[src/core/hk_adc_pkg.sv]
/*
  Constants, channel map and helper functions of the housekeeping ADC
  sequencer. Assumes a 10 MHz system clock and a 12-bit converter.
*/
package hk_adc_pkg;

  localparam int RESULT_W = 12;
  localparam int CH_W     = 3;
  localparam int SLOTS    = 2;

  localparam logic [RESULT_W-1:0] CODE_MIN = 12'h000;
  localparam logic [RESULT_W-1:0] CODE_MAX = 12'hfff;

  localparam logic [CH_W-1:0] CH_EXT_A    = 3'h0;
  localparam logic [CH_W-1:0] CH_EXT_B    = 3'h1;
  localparam logic [CH_W-1:0] CH_RESERVED = 3'h2;
  localparam logic [CH_W-1:0] CH_SUPPLY   = 3'h3;
  localparam logic [CH_W-1:0] CH_CURRENT  = 3'h4;
  localparam logic [CH_W-1:0] CH_TEMP1    = 3'h5;
  localparam logic [CH_W-1:0] CH_TEMP2    = 3'h6;
  localparam logic [CH_W-1:0] CH_TEST     = 3'h7;

  localparam logic [1:0] SCALE_NONE = 2'h0;
  localparam logic [1:0] SCALE_DIV4 = 2'h1;
  localparam logic [1:0] SCALE_DIV5 = 2'h2;

  localparam int SYS_CLK_HZ  = 10_000_000;
  localparam int WORK_CLK_HZ = 2_500_000;
  localparam int WORK_DIV    = SYS_CLK_HZ / WORK_CLK_HZ;
  localparam int CONV_TICKS  = 4095;

  localparam int SETTLE_NS  = 10_000;
  localparam int SETTLE_CYC =
    (SETTLE_NS * (SYS_CLK_HZ / 1_000_000) + 999) / 1000;
  localparam int AUTO_BASE_NS  = 1_000_000;
  localparam int AUTO_BASE_CYC =
    (AUTO_BASE_NS / 1000) * (SYS_CLK_HZ / 1_000_000);

  function automatic logic [1:0] scaleFor(input logic [CH_W-1:0] ch);
    case (ch)
      CH_SUPPLY: scaleFor = SCALE_DIV4;
      CH_TEST:   scaleFor = SCALE_DIV5;
      default:   scaleFor = SCALE_NONE;
    endcase
  endfunction

  function automatic logic chUsable(input logic [CH_W-1:0] ch);
    chUsable = (ch != CH_RESERVED);
  endfunction

endpackage

[src/core/conv_if.sv]
/*
  Start/done handshake between the sequencer and the converter core.
  Assumes both ends share sys_clk.
*/
`timescale 1ns/1ns
interface conv_if;
  logic                              start;
  logic [hk_adc_pkg::CH_W-1:0]       channel;
  logic                              done;
  logic [hk_adc_pkg::RESULT_W-1:0]   result;
  modport seq  (output start, channel, input done, result);
  modport conv (input start, channel, output done, result);
endinterface

[src/core/adc_converter.sv]
/*
  Decimating counter behind the sigma-delta modulator. Assumes the
  modulator bit is synchronous to sys_clk and valid on working ticks.
*/
`timescale 1ns/1ns
module adc_converter #(
  parameter int CONV_TICKS = hk_adc_pkg::CONV_TICKS
) (
  input wire logic sys_clk,
  input wire logic rst_b,
  input wire logic modBit,
  conv_if.conv     cif
);
  import hk_adc_pkg::*;

  localparam int TW = $clog2(WORK_DIV);
  localparam logic [TW-1:0] TICK_LAST = TW'(WORK_DIV - 1);
  localparam logic [RESULT_W-1:0] CNT_LAST = RESULT_W'(CONV_TICKS - 1);

  logic [TW-1:0]       tickCnt_reg, tickCnt_next;
  logic                active_reg, active_next;
  logic [RESULT_W-1:0] count_reg, count_next;
  logic [RESULT_W-1:0] ones_reg, ones_next;
  logic                done_reg, done_next;
  logic [RESULT_W-1:0] result_reg, result_next;
  logic                tick;

  // ****************************************
  // Working clock and decimation
  // ****************************************
  always_comb begin
    tick         = (tickCnt_reg == TICK_LAST);
    tickCnt_next = tick ? '0 : tickCnt_reg + 1'b1;
    active_next  = active_reg;
    count_next   = count_reg;
    ones_next    = ones_reg;
    done_next    = 1'b0;
    result_next  = result_reg;
    if (cif.start && !active_reg) begin
      active_next = 1'b1;
      count_next  = '0;
      ones_next   = '0;
    end else if (active_reg && tick) begin
      // Ones over CONV_TICKS ticks span 0 to CONV_TICKS (4095 by default)
      ones_next  = ones_reg + RESULT_W'(modBit);
      count_next = count_reg + 1'b1;
      if (count_reg == CNT_LAST) begin
        active_next = 1'b0;
        done_next   = 1'b1;
        result_next = ones_next;
      end
    end
  end

  always_ff @(posedge sys_clk) begin
    if (!rst_b) begin
      tickCnt_reg <= '0;
      active_reg  <= 1'b0;
      count_reg   <= '0;
      ones_reg    <= '0;
      done_reg    <= 1'b0;
      result_reg  <= CODE_MIN;
    end else begin
      tickCnt_reg <= tickCnt_next;
      active_reg  <= active_next;
      count_reg   <= count_next;
      ones_reg    <= ones_next;
      done_reg    <= done_next;
      result_reg  <= result_next;
    end
  end

  assign cif.done   = done_reg;
  assign cif.result = result_reg;
endmodule

[src/core/housekeeping_adc_sequencer.sv]
/*
  Housekeeping ADC sequencer: arbitrates software and periodic requests,
  powers the analog rail, steers the input mux and files results.
  Assumes all inputs synchronous to sys_clk and a sigma-delta modulator
  whose bit stream arrives on modBit.
*/
// Function
// - one 12-bit result per conversion, one of eight mux inputs at a time.
// - sampling and conversion run from a 2.5 MHz working tick.
// - finished software conversion raises an interrupt so the host reads the result.
// - software requests are served before periodic ones.
// - results are unsigned codes from 0 up to 4095.
// - channels 0 and 1 are the external pins unscaled; channel 2 reserved.
// - channel 3 supply divided by 4, 4 current, 5/6 temperature, 7 by 5.
// - analog rail regulator switches on only while conversions need it.
// - software request yields done interrupt and result in the result port.
// - periodic slots convert in ascending channel order, lower into slot 0.
// - threshold crossing raises interrupt and optional shutdown per slot.
// - periodic conversion never stalls; new results overwrite old ones.
`timescale 1ns/1ns
module housekeeping_adc_sequencer #(
  parameter int CONV_TICKS    = hk_adc_pkg::CONV_TICKS,
  parameter int AUTO_BASE_CYC = hk_adc_pkg::AUTO_BASE_CYC,
  parameter int PERIOD_W      = 24
) (
  input  wire logic                               sys_clk,
  input  wire logic                               rst_b,
  input  wire logic                               swStart,
  input  wire logic [hk_adc_pkg::CH_W-1:0]        swRequestSelect,
  input  wire logic [1:0]                         periodicEnable,
  input  wire logic [1:0]                         periodicControl,
  input  wire logic [hk_adc_pkg::CH_W-1:0]        periodicSlot0Channel,
  input  wire logic [hk_adc_pkg::CH_W-1:0]        periodicSlot1Channel,
  input  wire logic [hk_adc_pkg::RESULT_W-1:0]    threshold0,
  input  wire logic [hk_adc_pkg::RESULT_W-1:0]    threshold1,
  input  wire logic [1:0]                         thresholdAbove,
  input  wire logic [1:0]                         shutdownEnable,
  input  wire logic                               modBit,
  output logic                                    analogRailRegulatorEn,
  output logic [hk_adc_pkg::CH_W-1:0]             muxSel,
  output logic                                    muxEnable,
  output logic [1:0]                              scalerSel,
  output logic [hk_adc_pkg::RESULT_W-1:0]         swResult,
  output logic                                    swConversionDoneIrq,
  output logic [hk_adc_pkg::RESULT_W-1:0]         autoResult0,
  output logic [hk_adc_pkg::RESULT_W-1:0]         autoResult1,
  output logic                                    thresholdIrq,
  output logic                                    shutdownReq
);
  import hk_adc_pkg::*;

  typedef enum logic [1:0] {SEQ_IDLE, SEQ_SETTLE, SEQ_START, SEQ_WAIT}
    seq_state_type;

  localparam int SW = $clog2(SETTLE_CYC + 1);
  localparam logic [SW-1:0] SETTLE_LAST = SW'(SETTLE_CYC - 1);

  conv_if cif ();

  seq_state_type     state_reg, state_next;
  logic [SW-1:0]     settle_reg, settle_next;
  logic              swPend_reg, swPend_next;
  logic [CH_W-1:0]   swCh_reg, swCh_next;
  logic              autoPend_reg, autoPend_next;
  logic [PERIOD_W-1:0] period_reg, period_next;
  logic              secondPend_reg, secondPend_next;
  logic [CH_W-1:0]   secondCh_reg, secondCh_next;
  logic              curSw_reg, curSw_next;
  logic              curSlot_reg, curSlot_next;
  logic [CH_W-1:0]   curCh_reg, curCh_next;
  logic              start_reg, start_next;
  logic              railEn_reg, railEn_next;
  logic              muxEn_reg, muxEn_next;
  logic [1:0]        scale_reg, scale_next;
  logic [31:0]       periodLimit;
  logic [CH_W-1:0]   loCh, hiCh;

  // ****************************************
  // Request arbitration and sequencing
  // ****************************************
  always_comb begin
    state_next      = state_reg;
    settle_next     = settle_reg;
    swCh_next       = swStart ? swRequestSelect : swCh_reg;
    period_next     = period_reg + 1'b1;
    autoPend_next   = autoPend_reg;
    secondPend_next = secondPend_reg;
    secondCh_next   = secondCh_reg;
    curSw_next      = curSw_reg;
    curSlot_next    = curSlot_reg;
    curCh_next      = curCh_reg;
    start_next      = 1'b0;
    muxEn_next      = muxEn_reg;
    scale_next      = scale_reg;
    periodLimit     = 32'(AUTO_BASE_CYC) << periodicControl;
    loCh = (periodicSlot0Channel <= periodicSlot1Channel) ?
           periodicSlot0Channel : periodicSlot1Channel;
    hiCh = (periodicSlot0Channel <= periodicSlot1Channel) ?
           periodicSlot1Channel : periodicSlot0Channel;
    // Set wins over clear: a new request in the taking cycle survives
    swPend_next = swStart | swPend_reg;
    // Period keeps running whatever the host has not serviced
    if (periodicEnable == 2'b00) begin
      period_next = '0;
    end else if (32'(period_reg) >= periodLimit - 32'd1) begin
      period_next   = '0;
      autoPend_next = 1'b1;
    end
    case (state_reg)
      SEQ_IDLE: begin
        muxEn_next = 1'b0;
        if (swPend_reg || autoPend_reg) begin
          state_next  = SEQ_SETTLE;
          settle_next = '0;
        end
      end
      SEQ_SETTLE: begin
        settle_next = settle_reg + 1'b1;
        if (settle_reg == SETTLE_LAST) begin
          state_next = SEQ_START;
        end
      end
      SEQ_START: begin
        state_next = SEQ_WAIT;
        start_next = 1'b1;
        if (swPend_reg) begin
          curSw_next  = 1'b1;
          curCh_next  = swCh_reg;
          swPend_next = swStart;
        end else if (secondPend_reg) begin
          curSw_next      = 1'b0;
          curSlot_next    = 1'b1;
          curCh_next      = secondCh_reg;
          secondPend_next = 1'b0;
        end else if (autoPend_reg && periodicEnable != 2'b00) begin
          curSw_next    = 1'b0;
          autoPend_next = (period_next == '0) && (period_reg != '0);
          if (periodicEnable == 2'b11) begin
            curSlot_next    = 1'b0;
            curCh_next      = loCh;
            secondPend_next = 1'b1;
            secondCh_next   = hiCh;
          end else begin
            curSlot_next = periodicEnable[1];
            curCh_next   = periodicEnable[1] ? periodicSlot1Channel :
                                               periodicSlot0Channel;
          end
        end else begin
          // Nothing left: drop the rail and any stale periodic request
          state_next    = SEQ_IDLE;
          start_next    = 1'b0;
          autoPend_next = 1'b0;
        end
        muxEn_next = start_next && chUsable(curCh_next);
        scale_next = scaleFor(curCh_next);
      end
      SEQ_WAIT: begin
        if (cif.done) begin
          state_next = SEQ_START;
        end
      end
      default: state_next = SEQ_IDLE;
    endcase
    railEn_next = (state_next != SEQ_IDLE);
  end

  always_ff @(posedge sys_clk) begin
    if (!rst_b) begin
      state_reg      <= SEQ_IDLE;
      settle_reg     <= '0;
      swPend_reg     <= 1'b0;
      swCh_reg       <= CH_EXT_A;
      autoPend_reg   <= 1'b0;
      period_reg     <= '0;
      secondPend_reg <= 1'b0;
      secondCh_reg   <= CH_EXT_A;
      curSw_reg      <= 1'b0;
      curSlot_reg    <= 1'b0;
      curCh_reg      <= CH_EXT_A;
      start_reg      <= 1'b0;
      railEn_reg     <= 1'b0;
      muxEn_reg      <= 1'b0;
      scale_reg      <= SCALE_NONE;
    end else begin
      state_reg      <= state_next;
      settle_reg     <= settle_next;
      swPend_reg     <= swPend_next;
      swCh_reg       <= swCh_next;
      autoPend_reg   <= autoPend_next;
      period_reg     <= period_next;
      secondPend_reg <= secondPend_next;
      secondCh_reg   <= secondCh_next;
      curSw_reg      <= curSw_next;
      curSlot_reg    <= curSlot_next;
      curCh_reg      <= curCh_next;
      start_reg      <= start_next;
      railEn_reg     <= railEn_next;
      muxEn_reg      <= muxEn_next;
      scale_reg      <= scale_next;
    end
  end

  assign cif.start = start_reg;
  assign cif.channel = curCh_reg;

  adc_converter #(.CONV_TICKS(CONV_TICKS)) u_conv (
    .sys_clk (sys_clk),
    .rst_b   (rst_b),
    .modBit  (modBit),
    .cif     (cif)
  );

  // ****************************************
  // Result filing and events
  // ****************************************
  logic [RESULT_W-1:0] swRes_reg, swRes_next;
  logic [RESULT_W-1:0] auto0_reg, auto0_next, auto1_reg, auto1_next;
  logic swIrq_reg, swIrq_next, thrIrq_reg, thrIrq_next;
  logic shut_reg, shut_next, crossed;
  logic [RESULT_W-1:0] thr;

  always_comb begin
    swRes_next = swRes_reg;
    auto0_next = auto0_reg;
    auto1_next = auto1_reg;
    swIrq_next = 1'b0;
    thrIrq_next = 1'b0;
    shut_next  = 1'b0;
    thr        = curSlot_reg ? threshold1 : threshold0;
    // Reaching the threshold counts as crossing it
    crossed    = thresholdAbove[curSlot_reg] ? (cif.result >= thr) :
                                               (cif.result <= thr);
    if (cif.done && curSw_reg) begin
      swRes_next = cif.result;
      swIrq_next = 1'b1;
    end else if (cif.done) begin
      if (curSlot_reg) begin
        auto1_next = cif.result;
      end else begin
        auto0_next = cif.result;
      end
      thrIrq_next = crossed;
      shut_next   = crossed && shutdownEnable[curSlot_reg];
    end
  end

  always_ff @(posedge sys_clk) begin
    if (!rst_b) begin
      swRes_reg  <= CODE_MIN;
      auto0_reg  <= CODE_MIN;
      auto1_reg  <= CODE_MIN;
      swIrq_reg  <= 1'b0;
      thrIrq_reg <= 1'b0;
      shut_reg   <= 1'b0;
    end else begin
      swRes_reg  <= swRes_next;
      auto0_reg  <= auto0_next;
      auto1_reg  <= auto1_next;
      swIrq_reg  <= swIrq_next;
      thrIrq_reg <= thrIrq_next;
      shut_reg   <= shut_next;
    end
  end

  assign analogRailRegulatorEn = railEn_reg;
  assign muxSel              = curCh_reg;
  assign muxEnable           = muxEn_reg;
  assign scalerSel           = scale_reg;
  assign swResult            = swRes_reg;
  assign swConversionDoneIrq = swIrq_reg;
  assign autoResult0         = auto0_reg;
  assign autoResult1         = auto1_reg;
  assign thresholdIrq        = thrIrq_reg;
  assign shutdownReq         = shut_reg;
endmodule

[config.mk]
export PLATFORM = sky130hd
export DESIGN_NAME = housekeeping_adc_sequencer
export DESIGN_NICKNAME = d
export VERILOG_FILES = /design/src/core/hk_adc_pkg.sv /design/src/core/conv_if.sv /design/src/core/adc_converter.sv /design/src/core/housekeeping_adc_sequencer.sv
export SDC_FILE = /design/constraint.sdc
export NUM_CORES = 1
export LEC_CHECK = 0
export BUFFER_PORTS_ARGS = -buffer_cell sky130_fd_sc_hd__buf_4
export CORE_AREA = 3 3 120 122
export CTS_BUF_LIST = sky130_fd_sc_hd__clkbuf_8
export DETAILED_ROUTE_END_ITERATION = 16
export DIE_AREA = 0 0 123 125
export HOLD_SLACK_MARGIN = 0.15
export PLACE_DENSITY = 0.74
export SLEW_MARGIN = 10
export SYNTH_ARGS = -nofsm -noshare
export SYNTH_HDL_FRONTEND = slang
export SYNTH_HIERARCHICAL = 1
export SYNTH_SLANG_ARGS = --single-unit
[constraint.sdc]
create_clock -name sys_clk -period 4.1 [get_ports sys_clk]
set_input_delay 0.615 -clock sys_clk [delete_from_list [all_inputs] [get_ports sys_clk]]
set_output_delay 0.615 -clock sys_clk [all_outputs]
set_load 0.01 [all_outputs]
# Word level (Yosys, flattened, before mapping)
# Cells that the tools add are included.
[op_classes]
bitwise = 9
magnitude_cmp = 5
mux = 53
reduce_logical = 35
add_sub_neg = 6
n_shift = 1
eq_ne = 11
[ops]
columns = ["operator", "n"]
rows = [
  ["2-to-1 mux 24 bit", 2],
  [">= comparator 24 x 32 -> 1 bit", 1],
  ["left shift 14 x 2 -> 32 bit, first input constant", 1],
  ["subtractor 32 x 1 -> 32 bit, second input constant", 1],
  ["2-to-1 mux 1 bit", 31],
  ["adder 24 x 1 -> 24 bit, second input constant", 1],
  ["logical NOT 24 bit", 1],
  ["2-to-1 mux 3 bit", 8],
  ["nonzero test 24 bit", 1],
  ["one-hot mux 7 bit (2 select lines)", 1],
  ["nonzero test 2 bit", 7],
  ["adder 12 x 1 -> 12 bit", 1],
  ["adder 12 x 1 -> 12 bit, second input constant", 1],
  ["equality test 12 bit, second input constant", 1],
  [">= comparator 12 bit", 1],
  ["<= comparator 12 bit", 1],
  ["2-to-1 mux 12 bit", 1],
  ["2-to-1 mux 2 bit", 6],
  ["AND reduction 3 bit", 4],
  ["AND reduction 2 bit", 5],
  ["equality test 2 bit, second input constant", 4],
  ["inverter 1 bit", 8],
  ["one-hot mux 2 bit (4 select lines)", 1],
  ["adder 7 x 1 -> 7 bit, second input constant", 1],
  ["21 further kinds", 30],
]
[totals]
wordCells = 147
out_inout_bits = 46
regBits = 131
input_bits = 45

# Depth between registers and ports, before layout
# Gate-level depths: netlist of run 1.
[depth]
depth_word = 11
mapped_depth = 12
depth_no_buf = 11

# Hierarchy
# The synthesis of run 1 kept the hierarchy.
[by_module_without_submodules]
columns = ["module", "instances", "seq_area_each_um2", "area_each_um2", "cells_per_inst"]
rows = [
  ["housekeeping_adc_sequencer", 1, 1821.7, 5148.7, 625],
  ["adc_converter", 1, 800.8, 1764.2, 197],
]

# Least setup slack after synthesis of run 1
# Ideal clock, no wire load.
[synth_timing]
path_kind = "reg2reg"
startpoint = "register curSlot_reg"
endpoint = "register shut_reg, in the netlist shutdownReq"
path_stages_with_launch = 12
required_ns = 3.980
path_buffers = 2
t_arrival_ns = 2.782
path_slack_ns = 1.198
cell_sequence = "dfxtp_1 > clkbuf_1 > buf_1 > mux2i_1 > ha_1 > a21o_1 > a211oi_1 > o21ai_0 > o2111a_1 > or4_1 > a21oi_1 > nor3_1"
[synth_via]
elab_chain_len = 4
word_cells_on_any_way = 9
[synth_lines]
columns = ["item", "line_no", "rtl"]
rows = [
  ["start: declaration", "housekeeping_adc_sequencer.sv:69", "logic curSlot_reg, curSlot_next;"],
  ["start signal: assignment", "housekeeping_adc_sequencer.sv:194", "curSlot_reg <= curSlot_next;"],
  ["2-to-1 mux 12 bit or 2-to-1 mux 1 bit (tied branches)", "housekeeping_adc_sequencer.sv:229, housekeeping_adc_sequencer.sv:231", ""],
  ["<= comparator 12 bit, or another cell as far along", "housekeeping_adc_sequencer.sv:232", "(cif.result <= thr);"],
  ["2-to-1 mux 1 bit", "housekeeping_adc_sequencer.sv:231", "crossed = thresholdAbove[curSlot_reg] ? (cif.result >= thr) :"],
  ["logical AND 1 bit *", "housekeeping_adc_sequencer.sv:243", "shut_next = crossed && shutdownEnable[curSlot_reg];"],
  ["end signal: assignment", "housekeeping_adc_sequencer.sv:261", "shut_reg <= shut_next;"],
  ["end: declaration", "housekeeping_adc_sequencer.sv:219", "logic shut_reg, shut_next, crossed;"],
]
# Every way passes the cells marked *; elsewhere a longest branch is shown, timed or not. The select of a mux whose other input is x is not followed.
# A chain may end at the register's enable or synchronous reset.

# Worst setup path after layout of run 1
# Same ends and word-level chain as after synthesis.

==> results.json, run 1 <==
{
  "status": "finished clean",
  "dieArea_um2": 15380,
  "clk_path_buf_depth": 2,
  "ys_seq_elements": 131,
  "worstHoldPathCells": 3,
  "crit_slowest_cell": "dfxtp_1",
  "period_share_pct": 68.32,
  "firstDrtPassIters": 4,
  "pwr-share-comb_pct": 5.7,
  "ys.flop_type": "dfxtp_1",
  "path_class": "flip-flop to flip-flop",
  "reg2reg_depth": 9,
  "cp-start-kind": "flip-flop",
  "multi_input_area_um2": 4029,
  "tns_ns": 0,
  "cts_sinks": 131,
  "cp_data_required_time_ns": 4.45,
  "netlist_instances": 822,
  "grt_pass1_wl_um": 26570,
  "postRouteWirelength_um": 16000,
  "fp.dieW_um": 123,
  "switchingPower_mw": 0.6131,
  "syn_area_um2": 6913,
  "gp_congestion": 0.8775,
  "vdd_drop_max_v": 0.0002166,
  "regArea_um2": 2623,
  "synth_cell_types": 64,
  "drive_above_1_share_pct": 15.70,
  "finalSetupViolCount": 0,
  "swShare_pct": 22.17,
  "die-height_um": 125,
  "final_nets": 991,
  "hpwlAfterDp_um": 11580,
  "initial_core_util_pct": 52.00,
  "crit_path_cell_trace": "mux2i_1, ha_1, a21o_1, a211oi_1, o21ai_0, o2111a_1, or4_1, a21oi_1, nor3_1",
  "port_buffers": 90,
  "root_buffer": "clkbuf_8",
  "cts_resized": 0,
  "p_int_mw": 2.152,
  "largest_reg_flops": 24,
  "yosys_warnings": 6,
  "place_worst_setup_slack_ns": 1.081,
  "worstMarginPinSlew_ns": 1.070,
  "rsz0062_at_grt": "false",
  "drc": 0,
  "fill_cells": 1209,
  "fin_ws_ns": 1.299,
  "cts_setup_buffers": 0,
  "crit_path_end_kind": "flip-flop",
  "p_leak_nw": 3.188,
  "hold_path_class": "primary input to flip-flop",
  "holdBufCountCts": 0,
  "clk_latency_ns": 0.46,
  "period_needed_ns": 2.801,
  "grt_max_degree": 48,
  "syn2layout_area_growth_pct": 18.06,
  "synth_edf_count": 0,
  "clock_power_share_pct": 47.6,
  "clock.fmax_mhz": 357.0,
  "antenna_found_initial": 0,
  "cts_inserted_buffers": 17,
  "fin_util_pct": 61.39,
  "ant_nets": 0,
  "clock_skew_ns": 0.01214,
  "cts_tree": "yes",
  "drv_slew": 0,
  "wl_per_cell_um": 14.72,
  "h-tree-depth": 4,
  "rows": 42,
  "yosysSeqAreaShare_pct": 37.94,
  "power_frac_seq_pct": 46.7,
  "path_clk_slew_ns": 0.08,
  "drv_cap": 0,
  "grt_use_total_pct": 21.29,
  "cp_max_fo": 14,
  "arrival_ns": 3.15,
  "pin_count": 91,
  "cp_slowest_stage_delay_ns": 0.78,
  "synth_area_per_cell_um2": 8.410,
  "core_region_area_um2": 13300,
  "num_vias": 5892,
  "viasPerCell": 5.420,
  "final-hold-violation-count": 0,
  "grt_overflow": 0,
  "grt_pass1_vias": 5535,
  "first_iter_violations": 361,
  "diodes": 0,
  "async_flop_share_pct": 0,
  "p_per_area_nw_per_um2": 338.8,
  "max_slew_margin_pct": 28.54
}
[cell usage after synthesis, drive strengths merged (10+ instances only)]
library cell / instances / area [um^2]
xor2: 20 / 175.2
a211oi: 10 / 75.07
o21ai: 39 / 195.2
dfxtp: 131 / 2623
inv: 25 / 93.84
nor4: 11 / 83.83
nand2: 85 / 326.6
nor2b: 14 / 87.58
clkbuf: 25 / 95.09
nor2: 107 / 401.6
nand4: 17 / 125.1
xnor2: 28 / 245.2
a21oi: 52 / 264.0
nor3: 23 / 120.1
buf: 16 / 83.83
mux2i: 37 / 370.4
nand3: 35 / 185.2
a21boi: 12 / 90.09
and3: 10 / 62.56
ha: 47 / 588.1
[kinds of logic (layout without fill, tap and decap cells)]
logic type	Yosys count	in the layout	synth area share [%]
AOI/OAI and AO/OA	152	152	13.76
DFF	131	131	37.94
xor gates and xnor gates	48	48	6.082
and+or+nand+nor	335	335	23.66
buffers and inverters	67	152	4.000
other	1	5	0.05425
adders and majority gates	47	47	8.507
muxes	41	41	6.009
[final timing paths]
kind | from | end | slack, ns
setup reg to reg | curSlot_reg$_SDFFE_PN0P_ | shutdownReq$_SDFF_PP0_ | 1.30
hold reg to reg | u_conv/tickCnt_reg[0]$_SDFF_PP0_ | u_conv/tickCnt_reg[0]$_SDFF_PP0_ | 0.43
setup / recovery | curSlot_reg$_SDFFE_PN0P_ | shutdownReq$_SDFF_PP0_ | 1.30
hold / removal | swRequestSelect[1] | swCh_reg[1]$_SDFFE_PN0P_ | 0.41
[final cells by class]
class / instances / share of cell area [%]
clock buffers: 18 / 3.035
clock inverters: 13 / 2.836
inverters: 26 / 1.196
multi-input cells: 628 / 49.36
flip-flops and latches: 131 / 32.13
well taps: 176 / 2.698
repair buffers: 95 / 8.738
[power groups by stage]
stage               logic, mW  clock network [mW]  registers [mW]
detailed placement      0.159                   0            1.32
global placement        0.156                   0            1.32
global route            0.179                1.40            1.29
finish                  0.159                1.32            1.29
CTS                     0.160                1.33            1.29
floorplan              0.0958                   0            1.32
[cell usage in the layout (no fill, tap or decap), types with 7 or more instances in the layout]
master and instances:
nor2_1 107, xor2_1 20, a21oi_1 51, clkbuf_8 18, o21ai_0 29, inv_1 25
xnor2_1 28, and3_1 10, o21ai_1 10, a21boi_0 12, nand4_1 14, or3_1 7
nor2b_1 14, a211oi_1 10, nor4_1 10, ha_1 47, nor3_1 22, nand3_1 33
mux2i_1 37, nand2_1 84, dfxtp_1 131, buf_4 95, and2_1 7
[per-layer routing]
layer	vias to the layer above	wire length, um	part of all wire [%]	track usage, %
li1	3043	-	-	-
met1	2713	7587	47	28.39
met2	115	7267	45	33.52
met3	21	886	5.5	5.601
met4	0	256	1.6	7.036
met5	-	0	0	0
[per-stage QoR]
stage                     power (mW)  cell area [um^2]  cells  hold slack [ns]
after floorplan                1.412              6928    826           0.4084
after global placement         1.476              7682   1056           0.4192
after detailed placement       1.480              7682   1056           0.4280
after CTS                      2.785              8162   1087           0.3893
after global routing           2.868              8162   1087           0.4022
final                          2.765              8162   1087           0.4107
[worst max-delay path: cells and delay by family (launching register included)]
kind | cells | cell delay, ns
flops | 1 | 0.78
fa+ha+maj | 1 | 0.27
simple gates | 2 | 0.47
compound gates | 5 | 0.91
mux | 1 | 0.27
Power figures use the tool's default switching activity.
==> run 2: changes to the inputs <==
Settings changed: PLACE_DENSITY 0.74 to 0.77.
Clock period 4.1 ns to 2.4 ns, I/O delays scaled along.
==> run 2 against run 1 <==
Net effect: critical path depth grew 1; sequential share of layout area shrank 1.2 points; clock-buffer cell count is 1 higher; via count up 4.7%; hold slack worse by 0.23 ns; cell area up 4.0%; sequential power up 71%.
==> results.json, run 2 (synthesis gave the netlist of run 1 again) <==
{
  "ant_nets": 0,
  "switchingPower_mw": 1.046,
  "h-tree-depth": 4,
  "holdWs_ns": 0.1845,
  "core_region_area_um2": 13300,
  "final_area_um2": 8486,
  "period_needed_ns": 2.316,
  "pwr-share-comb_pct": 6.2,
  "fin_util_pct": 63.82,
  "port_buffers": 90,
  "grt_use_total_pct": 22.14,
  "fp.dieW_um": 123,
  "fill_cells": 1125,
  "grt_pass1_wl_um": 27520,
  "cp_max_fo": 7,
  "first_iter_violations": 433,
  "finalSetupViolCount": 0,
  "firstDrtPassIters": 5,
  "drv_slew": 0,
  "initial_core_util_pct": 52.00,
  "syn2layout_area_growth_pct": 22.75,
  "cts_sinks": 131,
  "path_clk_slew_ns": 0.07,
  "diodes": 0,
  "cp-start-kind": "flip-flop",
  "tns_ns": 0,
  "gp_congestion": 0.8978,
  "cp_data_required_time_ns": 2.74,
  "grt_pass1_vias": 5530,
  "arrival_ns": 2.65,
  "cts_inserted_buffers": 17,
  "p_per_area_nw_per_um2": 549.5,
  "pin_count": 91,
  "crit_path_end_kind": "flip-flop",
  "drc": 0,
  "rsz0062_at_grt": "false",
  "clock_skew_ns": 0.008633,
  "clk_latency_ns": 0.44,
  "antenna_found_initial": 0,
  "place_area_um2": 7935,
  "path_class": "flip-flop to flip-flop",
  "period_share_pct": 96.50,
  "die-height_um": 125,
  "final_nets": 1031,
  "rows": 42,
  "grt_overflow": 0,
  "cts_tree": "yes",
  "max_slew_margin_pct": 62.00,
  "regArea_um2": 2624,
  "postRouteWirelength_um": 16930,
  "status": "finished clean",
  "final_cell_mix": "buf_4, dfxtp_1, nor2_1, nand2_1, a21oi_1",
  "drive_above_1_share_pct": 19.45,
  "swShare_pct": 22.44,
  "drv_cap": 0,
  "clock_power_share_pct": 46.5,
  "num_vias": 6168,
  "vdd_drop_max_v": 0.0003873,
  "worstMarginPinSlew_ns": 0.5656,
  "largest_reg_flops": 24,
  "final-hold-violation-count": 0,
  "layout_commonest_cell": "buf_4",
  "dieArea_um2": 15380,
  "grt_max_degree": 30,
  "wl_per_cell_um": 15.02,
  "hpwlAfterDp_um": 12420,
  "power.total_mw": 4.663,
  "root_buffer": "clkbuf_8",
  "clk_path_buf_depth": 2,
  "hold_path_class": "primary input to flip-flop",
  "p_int_mw": 3.616,
  "power_frac_seq_pct": 47.3,
  "viasPerCell": 5.473,
  "multi_input_area_um2": 4045,
  "p_leak_nw": 3.402,
  "clock.fmax_mhz": 431.8
}
[run 2: cell types whose count changed in the layout (fill, tap and decap cells not counted), moves of 2 or more]
cell	before	now
clkinvlp_4	5	3
clkinv_4	0	2
dlygate4sd3_1	0	3
buf_4	95	131
[run 2: metal layers]
layer	part of all wire, %	up-vias	track usage, %
met5	0	-	0
met4	2.0	0	7.362
met3	6.8	33	5.691
met2	45	182	34.64
met1	46	2834	29.80
li1	-	3119	-
[run 2: area by class of cell]
type / count / area share [%]
clock buffer: 19 / 3.082
clock inverter: 12 / 2.403
inverter: 26 / 1.150
multi-input combinational: 628 / 47.67
sequential: 131 / 30.92
tap: 176 / 2.595
timing repair buffer: 135 / 12.18
[run 2: path summary, 6_finish.rpt]
check / start / endpoint / slack [ns] / cells after the start
setup / recovery: curSlot_reg$_SDFFE_PN0P_ / shutdownReq$_SDFF_PP0_ / 0.08 / 10
hold reg to reg: u_conv/tickCnt_reg[0]$_SDFF_PP0_ / u_conv/tickCnt_reg[0]$_SDFF_PP0_ / 0.45 / 1
setup reg to reg: curSlot_reg$_SDFFE_PN0P_ / shutdownReq$_SDFF_PP0_ / 0.08 / 10
hold / removal: swStart / swPend_reg$_SDFF_PN0_ / 0.18 / 3
[run 2: power groups by stage]
stage / Sequential (mW) / Clock [mW] / Combinational [mW]
after floorplan: 2.25 / 0 / 0.164
after global placement: 2.25 / 0 / 0.276
after detailed placement: 2.26 / 0 / 0.282
after CTS: 2.21 / 2.21 / 0.288
after global routing: 2.21 / 2.30 / 0.323
final: 2.21 / 2.17 / 0.290
[run 2: worst max-delay path: stages (launching register included)]
cell	delay, ns
dfxtp_2	0.34
buf_12	0.12
mux2i_2	0.21
ha_1	0.27
nor2b_1	0.13
o21a_1	0.17
o21ai_2	0.13
a211oi_2	0.09
or4_1	0.52
a21oi_2	0.16
nor3_1	0.07
[run 2: what timing repair did]
item | in CTS | in global routing
pin swaps | 0 | 2
cloned | 0 | 0
hold endpoints to repair | 3 | 0
hold buffers | 3 | 0
setup endpoints to repair | 2 | 2
gates resized for setup | 1 | 4
buffers inserted | 5 | 0
[run 2: metrics by stage]
stage,std cells,setup slack (ns)
global placement,1088,0.04328
finish,1127,0.08410
detailed placement,1088,-0.06221
global route,1127,0.001711
CTS,1127,0.05284
floorplan,826,0.01288
==> run 3: changes to the inputs <==
Settings changed: PLACE_DENSITY 0.77 to 0.73.
==> run 3 against run 2 <==
Net effect: largest power group unchanged; clock power shrank 21%; register-to-register slack better by 0.06 ns; cell area down 1.4%; sequential share of layout area is 0.46 points higher; critical path depth is 1 lower; largest cell class unchanged; routed wire length up 0.13%; final cell count about the same; power decreased by 9.7%; maximum frequency increased by 2.6%; highest routed layer unchanged; utilization shrank 0.88 points.
==> results.json, run 3 (synthesis gave the netlist of run 1 again) <==
{
  "r2r_setup_slack_ns": 0.14,
  "clock_skew_ns": 0.009202,
  "finalSetupViolCount": 0,
  "cp_slowest_stage_delay_ns": 0.42,
  "ant_nets": 0,
  "clock_power_share_pct": 40.7,
  "period_share_pct": 94.01,
  "layout_commonest_cell": "buf_4",
  "antenna_found_initial": 0,
  "pwr-share-comb_pct": 7.0,
  "h-tree-depth": 4,
  "drive_above_1_share_pct": 18.80,
  "vdd_drop_max_v": 0.0003341,
  "largest_reg_flops": 24,
  "rr_endpoint": "shutdownReq$_SDFF_PP0_",
  "drc": 0,
  "initial_core_util_pct": 52.00,
  "period_needed_ns": 2.256,
  "grt_pass1_vias": 5726,
  "grt_overflow": 0,
  "swShare_pct": 24.47,
  "grt_use_total_pct": 21.93,
  "power_frac_seq_pct": 52.3,
  "arrival_ns": 2.59,
  "cp_max_fo": 7,
  "cts_tree": "yes",
  "crit_family": "compound AO/OA/AOI/OAI gates",
  "dieArea_um2": 15380,
  "drv_cap": 0,
  "crit_path_end_kind": "flip-flop",
  "rows": 42,
  "multi_input_area_um2": 4033,
  "cp-start-kind": "flip-flop",
  "p_int_mw": 3.179,
  "die-height_um": 125,
  "drv_slew": 0,
  "fp.dieW_um": 123,
  "hpwlAfterDp_um": 12310,
  "cp_data_required_time_ns": 2.73,
  "switchingPower_mw": 1.030,
  "final_nets": 1031,
  "port_buffers": 90,
  "firstDrtPassIters": 5,
  "status": "finished clean",
  "final_cell_mix": "buf_4, dfxtp_1, nor2_1, nand2_1, a21oi_1",
  "num_vias": 6204,
  "reg2reg_depth": 9,
  "r2r_start": "curSlot_reg$_SDFFE_PN0P_",
  "first_iter_violations": 509,
  "worstHoldPathCells": 3,
  "cp_num_buf_inv": 0,
  "min_to": "swPend_reg$_SDFF_PN0_",
  "grt_max_degree": 25,
  "clk_latency_ns": 0.45,
  "diodes": 0,
  "core_region_area_um2": 13300,
  "max_slew_margin_pct": 59.48,
  "gp_congestion": 0.8717,
  "crit_slowest_cell": "or4_1",
  "syn2layout_area_growth_pct": 21.05,
  "fill_cells": 1153,
  "cts_setup_buffers": 0,
  "rsz0062_at_grt": "false",
  "power.total_mw": 4.208,
  "cts_sinks": 131,
  "path_clk_slew_ns": 0.08,
  "crit_path_cell_trace": "mux2i_1, ha_1, a21o_1, a211oi_1, o21ai_1, o2111a_1, or4_1, a21oi_2, nor3_1",
  "min_from": "swStart",
  "grt_pass1_wl_um": 27290,
  "root_buffer": "clkbuf_8",
  "viasPerCell": 5.500,
  "p_per_area_nw_per_um2": 502.9,
  "fin_util_pct": 62.94,
  "regArea_um2": 2626,
  "clock.fmax_mhz": 443.2,
  "cts_inserted_buffers": 17,
  "path_class": "flip-flop to flip-flop",
  "clk_path_buf_depth": 2,
  "postRouteWirelength_um": 16950,
  "p_leak_nw": 3.367,
  "final-hold-violation-count": 0,
  "worstMarginPinSlew_ns": 0.6031,
  "wl_per_cell_um": 15.03,
  "pin_count": 91,
  "hold_path_class": "primary input to flip-flop",
  "holdWs_ns": 0.1907
}
-- run 3: changes by cell type in the layout (fill, tap and decap cells not counted), sizes merged --
| cell | change |
|---|---|
| bufinv | -4 |
| inv | +3 |
| clkinv | +2 |
-- run 3: per-layer routing --
layer	global-route usage, %	wire (um)	up-vias
met5	0	0	-
met4	7.362	312	0
met3	6.278	1329	36
met2	33.58	7548	213
met1	29.71	7760	2836
li1	-	-	3119
-- run 3: timing repair --
item                       4_1_cts  5_1_grt
setup endpoints to repair        2        2
resized for setup                1        3
hold endpoints to repair         3        0
pin swaps                        0        0
hold buffers                     3        0
gates cloned                     0        0
-- run 3: metrics by stage --
| stage | cell area, um^2 | instances | worst slack [ns] | setup TNS [ns] |
|---|---|---|---|---|
| final | 8368 | 1128 | 0.1438 | 0 |
| after global routing | 8368 | 1128 | 0.008921 | 0 |
| after CTS | 8362 | 1128 | 0.08842 | 0 |
| after detailed placement | 7973 | 1093 | -0.05617 | -0.7746 |
| after global placement | 7973 | 1093 | 0.03209 | 0 |
| after floorplan | 6949 | 826 | 0.01288 | 0 |
-- run 3: area by class of cell --
class	count	share of cell area, %
clock buffer	19	3.125
clock inverter	13	1.151
inverter	26	1.166
multi-input combinational	628	48.19
sequential	131	31.38
tap	176	2.632
timing repair buffer	135	12.35
-- run 3: tightest hold or removal path, stage by stage --
cell,delay [ns]
buf_4,0.12
a21oi_1,0.04
nor2_1,0.08
-- run 3: how the worst max path moves through the flow --
stage | end | cells after the start | start
3_5_place_dp | period_reg[14]$_SDFF_PN0_ | 10 | periodicControl[0]
5_1_grt | shutdownReq$_SDFF_PP0_ | 9 | curSlot_reg$_SDFFE_PN0P_
6_report | shutdownReq$_SDFF_PP0_ | 9 | curSlot_reg$_SDFFE_PN0P_
3_3_place_gp | period_reg[14]$_SDFF_PN0_ | 10 | periodicControl[0]
4_1_cts | shutdownReq$_SDFF_PP0_ | 9 | curSlot_reg$_SDFFE_PN0P_
2_1_floorplan | shutdownReq$_SDFF_PP0_ | 11 | curSlot_reg$_SDFFE_PN0P_
-- run 3: power groups by stage --
stage	logic, mW	registers [mW]	clock network (mW)
floorplan	0.164	2.25	0
global placement	0.284	2.25	0
detailed placement	0.290	2.25	0
CTS	0.294	2.20	1.74
global route	0.330	2.20	1.86
finish	0.295	2.20	1.71
